## config.mk

```make
export PLATFORM = sky130hd
export DESIGN_NAME = smta_top
export DESIGN_NICKNAME = d
export VERILOG_FILES = /design/src/smta_pkg.sv /design/src/smta_top.sv
export SDC_FILE = /design/constraint.sdc
export NUM_CORES = 1
export LEC_CHECK = 0
export ABC_AREA = 1
export BUFFER_PORTS_ARGS = -buffer_cell sky130_fd_sc_hd__buf_2
export CAP_MARGIN = 15
export CORE_AREA = 2 2 247 249
export CTS_BUF_LIST = sky130_fd_sc_hd__clkbuf_16
export DETAILED_ROUTE_END_ITERATION = 10
export DIE_AREA = 0 0 249 251
export PLACE_DENSITY = 0.5
export SLEW_MARGIN = 40
export SYNTH_ARGS = -nofsm -noshare
export SYNTH_HDL_FRONTEND = slang
export SYNTH_SLANG_ARGS = --single-unit
```

## constraint.sdc

```tcl
create_clock -name aclk -period 13.31 [get_ports aclk]
set_clock_uncertainty 0.1 [all_clocks]
set_input_delay 1.9965 -clock aclk [delete_from_list [all_inputs] [get_ports aclk]]
set_output_delay 1.9965 -clock aclk [all_outputs]
set_load 0.01 [all_outputs]
```

## src/smta_pkg.sv

```systemverilog
// Constants for the static / reserved multicast table access register bank.
// Assumes a 32-bit AXI4-Lite register bus with 16-bit byte addresses.
// What this block does
// - With the reserved multicast table selected, the whole six-bit index at control bits 21:16 picks the entry.
// - With the static address table selected, only index bits 19:16 pick the entry and the upper bits are ignored.
// - Software writes one to control bit 7 to start an access and the device clears it when the access is done.
// - Control bit 1 picks the table: one is the reserved multicast table, zero the static address table.
// - Control bit 0 picks the direction: one reads the entry, zero writes it.
// - Static address table accesses move the entry through all four entry registers at 0x0420 to 0x042f.
// - Reserved multicast table accesses move the entry through the second entry register at 0x0424 only.
// - The meaning of the entry register bits follows the format of the table being accessed.
// - The entry registers are shared between address lookup and static address table accesses.
package smta_pkg;

  localparam int ADDR_W = 16;
  localparam int DATA_W = 32;
  localparam int NUM_WORDS = 4;
  localparam int IDX_W = 6;

  // Register byte offsets
  localparam logic [15:0] OFS_CTRL = 16'h041c;
  localparam logic [15:0] OFS_ENTRY1 = 16'h0420;
  localparam logic [15:0] OFS_ENTRY2 = 16'h0424;
  localparam logic [15:0] OFS_ENTRY3 = 16'h0428;
  localparam logic [15:0] OFS_ENTRY4 = 16'h042c;

  // Control register field positions
  localparam int CTRL_DIR_BIT = 0;
  localparam int CTRL_SEL_BIT = 1;
  localparam int CTRL_SPARE_LSB = 2;
  localparam int CTRL_SPARE_MSB = 6;
  localparam int CTRL_GO_BIT = 7;
  localparam int CTRL_IDX_LSB = 16;
  localparam int CTRL_IDX_MSB = 21;
  localparam int STATIC_IDX_W = 4;

  // Entry word that carries the reserved multicast table value
  localparam int MCAST_WORD = 1;

  // Reset values
  localparam logic [5:0] RST_IDX = 6'h00;
  localparam logic [4:0] RST_SPARE = 5'h00;
  localparam logic [31:0] RST_ENTRY = 32'h0000_0000;

  // Table and direction codes
  localparam logic SEL_STATIC = 1'b0;
  localparam logic SEL_MCAST = 1'b1;
  localparam logic DIR_WRITE = 1'b0;
  localparam logic DIR_READ = 1'b1;

  // AXI responses
  localparam logic [1:0] RESP_OKAY = 2'h0;
  localparam logic [1:0] RESP_SLVERR = 2'h2;

  typedef enum logic [0:0] {
    SMTA_IDLE = 1'b0,
    SMTA_BUSY = 1'b1
  } smta_state_t;

endpackage

```

## src/smta_top.sv

```systemverilog
// Table access register bank: control register, four shared entry registers,
// AXI4-Lite slave and a request/acknowledge port to the table storage.
// Assumes the table storage and the address lookup engine run on aclk.
//
// Design decision made here: register access over AXI4-Lite.
`timescale 1ns/100ps
`default_nettype none
module smta_top
  import smta_pkg::*;
(
  // Clock, reset, enable
  input wire logic aclk,
  input wire logic aresetn,
  input wire logic ce,
  // AXI4-Lite write address
  input wire logic [15:0] s_axi_awaddr,
  input wire logic s_axi_awvalid,
  output logic s_axi_awready,
  // AXI4-Lite write data
  input wire logic [31:0] s_axi_wdata,
  input wire logic [3:0] s_axi_wstrb,
  input wire logic s_axi_wvalid,
  output logic s_axi_wready,
  // AXI4-Lite write response
  output logic [1:0] s_axi_bresp,
  output logic s_axi_bvalid,
  input wire logic s_axi_bready,
  // AXI4-Lite read address
  input wire logic [15:0] s_axi_araddr,
  input wire logic s_axi_arvalid,
  output logic s_axi_arready,
  // AXI4-Lite read data
  output logic [31:0] s_axi_rdata,
  output logic [1:0] s_axi_rresp,
  output logic s_axi_rvalid,
  input wire logic s_axi_rready,
  // Table storage port
  output logic tbl_req,
  output logic tbl_sel,
  output logic tbl_rd,
  output logic [5:0] tbl_index,
  output logic [31:0] tbl_wdata1,
  output logic [31:0] tbl_wdata2,
  output logic [31:0] tbl_wdata3,
  output logic [31:0] tbl_wdata4,
  input wire logic tbl_ack,
  input wire logic [31:0] tbl_rdata1,
  input wire logic [31:0] tbl_rdata2,
  input wire logic [31:0] tbl_rdata3,
  input wire logic [31:0] tbl_rdata4,
  // Address lookup engine sharing the entry registers
  input wire logic address_lookup_load,
  input wire logic [31:0] address_lookup_word1,
  input wire logic [31:0] address_lookup_word2,
  input wire logic [31:0] address_lookup_word3,
  input wire logic [31:0] address_lookup_word4,
  output logic [31:0] entry_word1,
  output logic [31:0] entry_word2,
  output logic [31:0] entry_word3,
  output logic [31:0] entry_word4,
  output logic access_busy
);

  smta_state_t state_reg;
  logic access_go_done_reg;
  logic sel_reg;
  logic dir_reg;
  logic [4:0] spare_reg;
  logic [5:0] idx_reg;
  logic [31:0] entry_reg [NUM_WORDS];

  logic aw_full_reg;
  logic w_full_reg;
  logic [15:0] wr_addr_reg;
  logic [31:0] wr_data_reg;
  logic [3:0] wr_strb_reg;
  logic awready_reg;
  logic wready_reg;
  logic bvalid_reg;
  logic [1:0] bresp_reg;
  logic arready_reg;
  logic rvalid_reg;
  logic [31:0] rdata_reg;
  logic [1:0] rresp_reg;

  logic tbl_req_reg;
  logic tbl_sel_reg;
  logic tbl_rd_reg;
  logic [5:0] tbl_index_reg;
  logic [31:0] tbl_wdata_reg [NUM_WORDS];

  // Bus decode
  wire aw_take = s_axi_awvalid & awready_reg;
  wire w_take = s_axi_wvalid & wready_reg;
  wire wr_fire = aw_full_reg & w_full_reg & ~bvalid_reg;
  wire ar_take = s_axi_arvalid & arready_reg;
  wire [15:0] wr_word = {wr_addr_reg[15:2], 2'h0};
  wire [15:0] rd_word = {s_axi_araddr[15:2], 2'h0};
  wire wr_ctrl = wr_fire & (wr_word == OFS_CTRL);
  wire [NUM_WORDS-1:0] wr_entry_hit;
  wire [NUM_WORDS-1:0] rd_entry_hit;
  wire [31:0] wr_mask;
  wire wr_mapped = (wr_word == OFS_CTRL) | (|wr_entry_hit);
  wire rd_mapped = (rd_word == OFS_CTRL) | (|rd_entry_hit);
  wire busy = (state_reg == SMTA_BUSY);

  // Control register image and merged write value
  wire [31:0] ctrl_image = {10'h000, idx_reg, 8'h00, access_go_done_reg, spare_reg, sel_reg, dir_reg};
  wire [31:0] ctrl_new = (ctrl_image & ~wr_mask) | (wr_data_reg & wr_mask);
  wire go_start = wr_ctrl & ~busy & ctrl_new[CTRL_GO_BIT];
  wire new_sel = ctrl_new[CTRL_SEL_BIT];
  wire [5:0] new_idx = ctrl_new[CTRL_IDX_MSB:CTRL_IDX_LSB];
  wire [5:0] eff_idx = (new_sel == SEL_MCAST) ? new_idx : {2'h0, new_idx[STATIC_IDX_W-1:0]};
  wire tbl_done = busy & tbl_req_reg & tbl_ack;
  wire load_rd = tbl_done & (tbl_rd_reg == DIR_READ);
  wire [31:0] tbl_rdata_w [NUM_WORDS];
  wire [31:0] alu_word_w [NUM_WORDS];
  logic [31:0] rd_value;

  assign tbl_rdata_w[0] = tbl_rdata1;
  assign tbl_rdata_w[1] = tbl_rdata2;
  assign tbl_rdata_w[2] = tbl_rdata3;
  assign tbl_rdata_w[3] = tbl_rdata4;
  assign alu_word_w[0] = address_lookup_word1;
  assign alu_word_w[1] = address_lookup_word2;
  assign alu_word_w[2] = address_lookup_word3;
  assign alu_word_w[3] = address_lookup_word4;

  genvar gb;
  generate
    for (gb = 0; gb < 4; gb++) begin : g_mask
      assign wr_mask[gb*8 +: 8] = {8{wr_strb_reg[gb]}};
    end
  endgenerate

  always_comb begin
    rd_value = 32'h0000_0000;
    if (rd_word == OFS_CTRL) begin
      rd_value = ctrl_image;
    end
    for (int k = 0; k < NUM_WORDS; k++) begin
      if (rd_entry_hit[k]) begin
        rd_value = entry_reg[k];
      end
    end
  end

  // Write channel
  always_ff @(posedge aclk) begin
    if (!aresetn) begin
      aw_full_reg <= 1'b0;
      w_full_reg <= 1'b0;
      awready_reg <= 1'b0;
      wready_reg <= 1'b0;
      bvalid_reg <= 1'b0;
      bresp_reg <= RESP_OKAY;
      wr_addr_reg <= 16'h0000;
      wr_data_reg <= 32'h0000_0000;
      wr_strb_reg <= 4'h0;
    end else if (ce) begin
      awready_reg <= ~aw_full_reg & ~aw_take & ~bvalid_reg;
      wready_reg <= ~w_full_reg & ~w_take & ~bvalid_reg;
      if (aw_take) begin
        aw_full_reg <= 1'b1;
        wr_addr_reg <= s_axi_awaddr;
      end
      if (w_take) begin
        w_full_reg <= 1'b1;
        wr_data_reg <= s_axi_wdata;
        wr_strb_reg <= s_axi_wstrb;
      end
      if (wr_fire) begin
        aw_full_reg <= 1'b0;
        w_full_reg <= 1'b0;
        bvalid_reg <= 1'b1;
        bresp_reg <= wr_mapped ? RESP_OKAY : RESP_SLVERR;
        awready_reg <= 1'b0;
        wready_reg <= 1'b0;
      end else if (bvalid_reg & s_axi_bready) begin
        bvalid_reg <= 1'b0;
      end
    end
  end

  // Read channel
  always_ff @(posedge aclk) begin
    if (!aresetn) begin
      arready_reg <= 1'b0;
      rvalid_reg <= 1'b0;
      rdata_reg <= 32'h0000_0000;
      rresp_reg <= RESP_OKAY;
    end else if (ce) begin
      if (ar_take) begin
        arready_reg <= 1'b0;
        rvalid_reg <= 1'b1;
        rdata_reg <= rd_value;
        rresp_reg <= rd_mapped ? RESP_OKAY : RESP_SLVERR;
      end else if (rvalid_reg & s_axi_rready) begin
        rvalid_reg <= 1'b0;
      end else begin
        arready_reg <= ~rvalid_reg;
      end
    end
  end

  // Control register and access sequencer
  always_ff @(posedge aclk) begin
    if (!aresetn) begin
      state_reg <= SMTA_IDLE;
      access_go_done_reg <= 1'b0;
      sel_reg <= SEL_STATIC;
      dir_reg <= DIR_WRITE;
      spare_reg <= RST_SPARE;
      idx_reg <= RST_IDX;
      tbl_req_reg <= 1'b0;
      tbl_sel_reg <= SEL_STATIC;
      tbl_rd_reg <= DIR_WRITE;
      tbl_index_reg <= RST_IDX;
    end else if (ce) begin
      unique case (state_reg)
        SMTA_IDLE: begin
          if (wr_ctrl) begin
            idx_reg <= new_idx;
            spare_reg <= ctrl_new[CTRL_SPARE_MSB:CTRL_SPARE_LSB];
            sel_reg <= new_sel;
            dir_reg <= ctrl_new[CTRL_DIR_BIT];
          end
          if (go_start) begin
            access_go_done_reg <= 1'b1;
            state_reg <= SMTA_BUSY;
            tbl_req_reg <= 1'b1;
            tbl_sel_reg <= new_sel;
            tbl_rd_reg <= ctrl_new[CTRL_DIR_BIT];
            tbl_index_reg <= eff_idx;
          end
        end
        SMTA_BUSY: begin
          if (tbl_done) begin
            access_go_done_reg <= 1'b0;
            tbl_req_reg <= 1'b0;
            state_reg <= SMTA_IDLE;
          end
        end
      endcase
    end
  end

  // Entry registers, one per word
  genvar gw;
  generate
    for (gw = 0; gw < NUM_WORDS; gw++) begin : g_entry
      localparam logic [15:0] WOFS = OFS_ENTRY1 + 16'(4 * gw);
      wire part = (tbl_sel_reg == SEL_STATIC) | (gw == MCAST_WORD);
      wire go_part = go_start & ((new_sel == SEL_STATIC) | (gw == MCAST_WORD));
      assign wr_entry_hit[gw] = wr_word == WOFS;
      assign rd_entry_hit[gw] = rd_word == WOFS;
      always_ff @(posedge aclk) begin
        if (!aresetn) begin
          entry_reg[gw] <= RST_ENTRY;
          tbl_wdata_reg[gw] <= RST_ENTRY;
        end else if (ce) begin
          if (load_rd & part) begin
            entry_reg[gw] <= tbl_rdata_w[gw];
          end else if (address_lookup_load & ~busy) begin
            entry_reg[gw] <= alu_word_w[gw];
          end else if (wr_fire & wr_entry_hit[gw] & ~busy) begin
            entry_reg[gw] <= (entry_reg[gw] & ~wr_mask) | (wr_data_reg & wr_mask);
          end
          if (go_start) begin
            tbl_wdata_reg[gw] <= go_part ? entry_reg[gw] : RST_ENTRY;
          end
        end
      end
    end
  endgenerate

  assign s_axi_awready = awready_reg;
  assign s_axi_wready = wready_reg;
  assign s_axi_bvalid = bvalid_reg;
  assign s_axi_bresp = bresp_reg;
  assign s_axi_arready = arready_reg;
  assign s_axi_rvalid = rvalid_reg;
  assign s_axi_rdata = rdata_reg;
  assign s_axi_rresp = rresp_reg;
  assign tbl_req = tbl_req_reg;
  assign tbl_sel = tbl_sel_reg;
  assign tbl_rd = tbl_rd_reg;
  assign tbl_index = tbl_index_reg;
  assign tbl_wdata1 = tbl_wdata_reg[0];
  assign tbl_wdata2 = tbl_wdata_reg[1];
  assign tbl_wdata3 = tbl_wdata_reg[2];
  assign tbl_wdata4 = tbl_wdata_reg[3];
  assign entry_word1 = entry_reg[0];
  assign entry_word2 = entry_reg[1];
  assign entry_word3 = entry_reg[2];
  assign entry_word4 = entry_reg[3];
  assign access_busy = access_go_done_reg;
endmodule
`default_nettype wire

```

Word-level counts from Yosys, hierarchy flattened

Memories as Yosys holds them, arrays and structs flattened.
Cells that the tools add are included.

Muxes and demuxes: 91
Equal/unequal tests: 13
Reduce and logical (&&, ||, !) cells: 18
Bitwise logic cells: 67

Operators with widths:

| kind                                           | number |
|---|---|
| 2-to-1 mux 32 bit                              | 24 |
| AND 32 bit                                     | 5 |
| == test 14 x 9 -> 1 bit, second input constant | 10 |
| bitwise OR 32 bit                              | 4 |
| 2-to-1 mux 1 bit                               | 61 |
| NOT 32 bit                                     | 1 |
| AND 1 bit                                      | 28 |
| AND 22 bit                                     | 1 |
| 2-to-1 mux 22 bit                              | 1 |
| bitwise OR 22 bit                              | 1 |
| bitwise OR 1 bit                               | 18 |
| AND reduction 2 bit                            | 9 |
| NOT 1 bit                                      | 9 |
| AND reduction 3 bit                            | 3 |
| nonzero test 2 bit                             | 4 |
| OR reduction 4 bit                             | 2 |
| 2-to-1 mux 6 bit                               | 1 |
| 2-to-1 mux 2 bit                               | 2 |
| != test 2 bit, second input constant           | 2 |
| one-hot mux 1 bit (2 select lines)             | 2 |
| != test 2 x 1 -> 1 bit, second input constant  | 1 |

Output and inout bits: 307
Memories kept: 2
RAM bits: 256
Logic and storage cells: 213
Input port bits: 334
Bits in registers: 118

Memory list:

| memory        | words | bits a word | rd ports | clocked after memory_dff | write ports | RTL line       | RTL |
|---|---|---|---|---|---|---|---|
| entry_reg     | 4     | 32          | 4        | 0                        | 4           | smta_top.sv:70 | `logic [31:0] entry_reg [NUM_WORDS];` |
| tbl_wdata_reg | 4     | 32          | 4        | 0                        | 4           | smta_top.sv:90 | `logic [31:0] tbl_wdata_reg [NUM_WORDS];` |

Longest topological paths before layout

Gate-level depths: netlist of run 1.

Depth after elaboration: 11
Depth in mapped cells: 11
Mapped depth without buffers: 11

Worst setup path before layout of run 1

No wires, ideal clock.

Path type: input to register
Start point: in ce
End point: reg tbl_index_reg[4] (netlist: tbl_index[4])
Path slack: 7.217 ns
Setup time: 0.116 ns
Stages on the path: 7
Path buffers: 0
Arrival: 5.877 ns
Required time: 13.094 ns
Cells stage by stage: nand2_1 nor2_1 nand3_2 nand2_1 inv_1 nand2_1 nand2_1

Longest elaborated chain between the ends: 1

RTL lines:

| item                                 | RTL line        | RTL |
|---|---|---|
| from (decl)                          | smta_top.sv:14  | `input wire logic ce,` |
| AND reduction 3 bit (no source line) | -               |  |
| to (signal assigned)                 | smta_top.sv:234 | `tbl_index_reg <= eff_idx;` |
| to (decl)                            | smta_top.sv:89  | `logic [5:0] tbl_index_reg;` |

Every way passes these cells.
A chain may end at the register's enable or synchronous reset.

==> flow_summary.json, run 1 <==
{
  "pin_count": 641,
  "die_area_sq_um": 62500,
  "grt_pass1_vias": 16748,
  "cts.sinks": 370,
  "root_buffer": "clkbuf_16",
  "yosysTopAreaCell": "edfxtp_1",
  "ir_drop_v": 0.00006761,
  "num_rows": 90,
  "cp-end-kind": "register",
  "grt_overflow": 0,
  "fp.coreArea_sq_um": 59790,
  "post_cts_buffers": 0,
  "power.total_uw": 2825,
  "finalSetupViolCount": 0,
  "track_usage_pct": 27.55,
  "p_int_uw": 2125,
  "fin_setup_tns_ps": 0,
  "drive_gt1_share_pct": 29.40,
  "worst_pin_slew_ps": 910.6,
  "switching_share_pct": 24.78,
  "whs_path_depth": 2,
  "crit_arrival_ps": 5160,
  "synth_most_common_cell": "nand2_1",
  "clk-insertion-delay-late_ps": 580,
  "slew_headroom_pct": 39.21,
  "synth.top_cell.area_share_pct": 43.06,
  "synth.distinct_cells": 30,
  "powerDensity_nw_per_um2": 121.4,
  "cts.path.max_buffers": 3,
  "status": "finished, final reports clean",
  "syn_area_sq_um": 17850,
  "cts_tree": "built",
  "crit_type": "in -> reg",
  "antenna_found_initial": 24,
  "start_util_pct": 29.86,
  "p_switching_uw": 700.0,
  "cts-resized-gates": 0,
  "p_leak_uw": 0.01049,
  "port_buffers": 634,
  "area_growth_pct": 30.35,
  "period_needed_ps": 5032,
  "synth-edff-count": 256,
  "wl_um": 89580,
  "die_x_um": 249,
  "cp.required_ps": 13430,
  "post-dp-hpwl_um": 69740,
  "fmax_ghz": 0.1987,
  "maxSlewViolCount": 0,
  "viasPerCell": 5.069,
  "htree_levels": 2,
  "place_congestion": 0.9068,
  "async_flop_share_pct": 0,
  "drtAntennaViolNets": 0,
  "routedWlPerCell_um": 25.71,
  "grt_setup_unrepaired": "false",
  "synth_area_leaders": "edfxtp_1, dfxtp_1, nand2_1, inv_1, nor2_1",
  "drcViolationCount": 0,
  "grt_max_degree": 77,
  "synthCells": 2078,
  "drt_iter0_markers": 1807,
  "synth.avg_cell_area_sq_um": 8.592,
  "reg2reg_depth": 9,
  "cts.clk_slew.worst_paths_ps": 60,
  "hp-class": "reg -> reg",
  "combPwrFrac_pct": 8.0,
  "startpoint_type": "input pin",
  "num_vias": 17666,
  "clockPowerShare_pct": 45.2,
  "fin_nets": 2981,
  "grt_pass1_wl_um": 122500,
  "yosys_warnings": 0,
  "synth-seq-cells": 370,
  "holdBufCountCts": 0,
  "ys_seq_area_share_pct": 55.84,
  "die_h_um": 251,
  "hold_violations": 0,
  "critPathMaxFanout": 46,
  "fin_crit_sh_pct": 37.81,
  "dr.pass1.iters": 7,
  "yosys_most_used_dff": "edfxtp_1",
  "pwr-share-seq_pct": 46.8,
  "cts_made_buffers": 45,
  "cap_viol_max_count": 0,
  "ys_top_cells_by_count": "nand2_1, inv_1, edfxtp_1, nor2_1, nand3_1"
}
placed cells by master (no fill, tap or decap), drive strengths merged, types with 19 or more instances in the layout:
cell / instances
a21oi: 137
nor2: 284
nand2: 379
clkinv: 24
clkbuf: 47
nand3: 144
o21ai: 119
nand4: 86
a32o: 32
a31oi: 64
buf: 664
edfxtp: 256
dfxtp: 114
o21bai: 33
diode: 19
inv: 281
per-layer routing:
layer	vias to the layer above	GRT usage, %	wire length (um)
li1	8151	-	-
met1	8469	37.27	38150
met2	896	42.68	40680
met3	142	5.850	7384
met4	8	11.76	3325
met5	-	0	42
power groups by stage:
stage | Clock [uW] | Sequential (uW) | Combinational [uW]
floorplan | 0 | 1330 | 83.2
global placement | 0 | 1350 | 224
detailed placement | 0 | 1350 | 227
CTS | 1300 | 1320 | 227
global route | 1340 | 1330 | 245
finish | 1280 | 1320 | 226
metrics by stage:
| step | utilization, % | instances | setup WS [ps] | hold WS [ps] | area (sq um) |
|---|---|---|---|---|---|
| 6_report | 38.92 | 3485 | 8278 | 344.1 | 23270 |
| 5_1_grt | 38.89 | 3477 | 8005 | 366.3 | 23250 |
| 4_1_cts | 38.84 | 3466 | 8245 | 347.3 | 23220 |
| 3_5_place_dp | 36.31 | 3382 | 7619 | 336.9 | 21710 |
| 3_3_place_gp | 36.23 | 3379 | 7739 | 332.3 | 21660 |
| 2_1_floorplan | - | 2079 | 7217 | 323.7 | 17860 |
cells by family after synthesis:
group,Yosys count,share of synthesized area [%]
other,1,0.02100
AO/OA/AOI/OAI,387,12.68
buffers and inverters,418,9.216
flip-flops,370,55.84
AND/OR/NAND/NOR,902,22.24
path summary, 6_finish.rpt:
check | to | slack [ps] | from
setup reg to reg | register | 9690 | tbl_req
setup / recovery | entry_reg[2][28] | 8280 | aresetn
hold reg to reg | tbl_index[2] | 340 | tbl_index[2]
hold / removal | tbl_index[2] | 340 | tbl_index[2]
critical path, stage by stage:
cell      delay [ps]
buf_2            510
buf_4            590
nand2_1          140
clkinv_2          70
nand3_1          140
inv_2            150
nand4_2          540
nand3_1          240
inv_1             70
nand2_1          250
buf_4            430
area by class of cell:
type / count / area (sq um)
inverters: 275 / 1040
multi-input cells: 1291 / 6305
fillers: 6250 / 36520
repair buffers: 664 / 3422
flip-flops and latches: 370 / 9970
clock inverters: 37 / 334.1
diodes: 19 / 47.55
clock buffers: 47 / 1176
well taps: 782 / 978.4
No activity file was read; power rests on OpenSTA's default activity.
==> run 2: changes to the inputs <==
Clock period 13.31 ns to 5.05 ns, I/O delays scaled along.
==> flow_summary.json, run 2 (synthesis gave the netlist of run 1 again) <==
{
  "viasPerCell": 5.091,
  "pin_count": 641,
  "fin_setup_tns_ps": 0,
  "powerDensity_nw_per_um2": 312.2,
  "cts-resized-gates": 0,
  "min_from": "tbl_index[3]",
  "worst_pin_slew_ps": 876.3,
  "post-dp-hpwl_um": 69830,
  "port_buffers": 634,
  "r2r-end": "entry_reg[2][19]",
  "grt_overflow": 0,
  "track_usage_pct": 27.61,
  "status": "finished, final reports clean",
  "path_cells": "nor3_2, nand3_1, inv_2, nand4_2, nand3_1, inv_1, nand2_1, buf_4",
  "fin_crit_sh_pct": 62.85,
  "fmax_ghz": 0.3151,
  "grt_pass1_wl_um": 123100,
  "die_h_um": 251,
  "routedWlPerCell_um": 25.84,
  "start_util_pct": 29.86,
  "cp.required_ps": 5180,
  "pwr-share-seq_pct": 48.2,
  "cts_made_buffers": 45,
  "slew_headroom_pct": 41.50,
  "crit_type": "reg -> reg",
  "antenna_found_initial": 18,
  "p_leak_uw": 0.01048,
  "num_vias": 17738,
  "cts.sinks": 370,
  "reg2reg_slack_ps": 1880,
  "fillers": 6262,
  "fp.coreArea_sq_um": 59790,
  "dr.pass1.iters": 5,
  "finalSetupViolCount": 0,
  "clk-insertion-delay-late_ps": 590,
  "clockPowerShare_pct": 43.5,
  "die_x_um": 249,
  "fin_cells": 3484,
  "die_area_sq_um": 62500,
  "fin_nets": 2986,
  "grt_pass1_vias": 16518,
  "cp-end-kind": "register",
  "place_inst": 3387,
  "switching_share_pct": 25.84,
  "htree_levels": 2,
  "startpoint_type": "register",
  "cts_tree": "built",
  "layout_commonest_cell": "buf_2",
  "critPathSlowestCell": "nand4_2",
  "seq_area_sq_um": 9970,
  "crit_top_cell": "nand3_1",
  "cts.clk_slew.worst_paths_ps": 60,
  "whs_endpoint": "tbl_index[3]",
  "cap_viol_max_count": 0,
  "power.total_uw": 7244,
  "drive_gt1_share_pct": 29.51,
  "hold_violations": 0,
  "holdBufCountCts": 0,
  "crit_arrival_ps": 3310,
  "drt_iter0_markers": 1813,
  "period_needed_ps": 3174,
  "multi_input_area_sq_um": 6310,
  "whs_path_depth": 2,
  "ir_drop_v": 0.0002271,
  "area_growth_pct": 29.95,
  "hold_ws_ps": 344.9,
  "maxSlewViolCount": 0,
  "combPwrFrac_pct": 8.3,
  "slowest_delay_ps": 520,
  "place_congestion": 0.8911,
  "critPathMaxFanout": 20,
  "grt_max_degree": 84,
  "p_int_uw": 5372,
  "grt_setup_unrepaired": "false",
  "root_buffer": "clkbuf_16",
  "drtAntennaViolNets": 0,
  "post_cts_buffers": 0,
  "most-common-layout-cells": "buf_2, nand2_1, inv_1, edfxtp_1, nor2_1",
  "reg2reg_depth": 8,
  "timing.rr.start": "s_axi_bvalid",
  "cts.path.max_buffers": 3,
  "drcViolationCount": 0,
  "wl_um": 90040,
  "hp-class": "reg -> reg",
  "p_switching_uw": 1872,
  "num_rows": 90
}
## run 2: changes by cell type in the layout (fill, tap and decap cells not counted), moves of 2 or more
cell	delta
inv_1	+2
bufinv_16	-4
buf_4	+3
diode_2	-4
buf_6	+2
clkinv_1	-3
inv_6	-2
clkinv_2	+2
## run 2: routing by layer
metal  track usage (%)  part of all wire [%]
met1             38.23                    44
met3             5.177                   7.8
met5                 0                 0.077
met4             8.727                   2.8
met2             43.63                    46
## run 2: worst max-delay path by stage
| stage | start | slack (ps) | endpoint | cells past startpoint |
|---|---|---|---|---|
| after CTS | s_axi_bvalid | 1830 | entry_reg[2][19] | 8 |
| after global placement | ce | 1500 | entry_reg[2][22] | 10 |
| after floorplan | ce | 200 | tbl_index[4] | 7 |
| after detailed placement | ce | 1440 | entry_reg[2][25] | 10 |
| final | s_axi_bvalid | 1880 | entry_reg[2][19] | 8 |
| after global routing | s_axi_bvalid | 1620 | entry_reg[2][19] | 8 |
## run 2: critical path: cells and delay by family, from the launching register on
family,cells,cell delay [ps]
buffers and inverters,3,630
flip-flops,1,380
AND/OR/NAND/NOR,5,1700
## run 2: power by group through the flow
| stage | clock (uW) | combinational [uW] | sequential, uW |
|---|---|---|---|
| 3_5_place_dp | 0 | 605 | 3550 |
| 2_1_floorplan | 0 | 219 | 3520 |
| 4_1_cts | 3190 | 607 | 3480 |
| 3_3_place_gp | 0 | 599 | 3550 |
| 6_report | 3150 | 604 | 3490 |
| 5_1_grt | 3300 | 652 | 3490 |
## run 2: through the flow
stage	setup slack, ps	cell area, sq um	util (%)
after floorplan	195.7	17860	-
after global placement	1498	21730	36.34
after detailed placement	1442	21760	36.40
after CTS	1832	23160	38.73
after global routing	1620	23180	38.76
final	1876	23200	38.80
## run 2: final cells by class
type                    instances  share of cell area, %
well taps                     782                  4.217
inverters                     275                  4.471
diodes                         15                 0.1618
clock buffers                  46                  4.962
flip-flops and latches        370                  42.97
multi-input cells            1291                  27.20
clock inverters                36                  1.052
repair buffers                669                  14.97
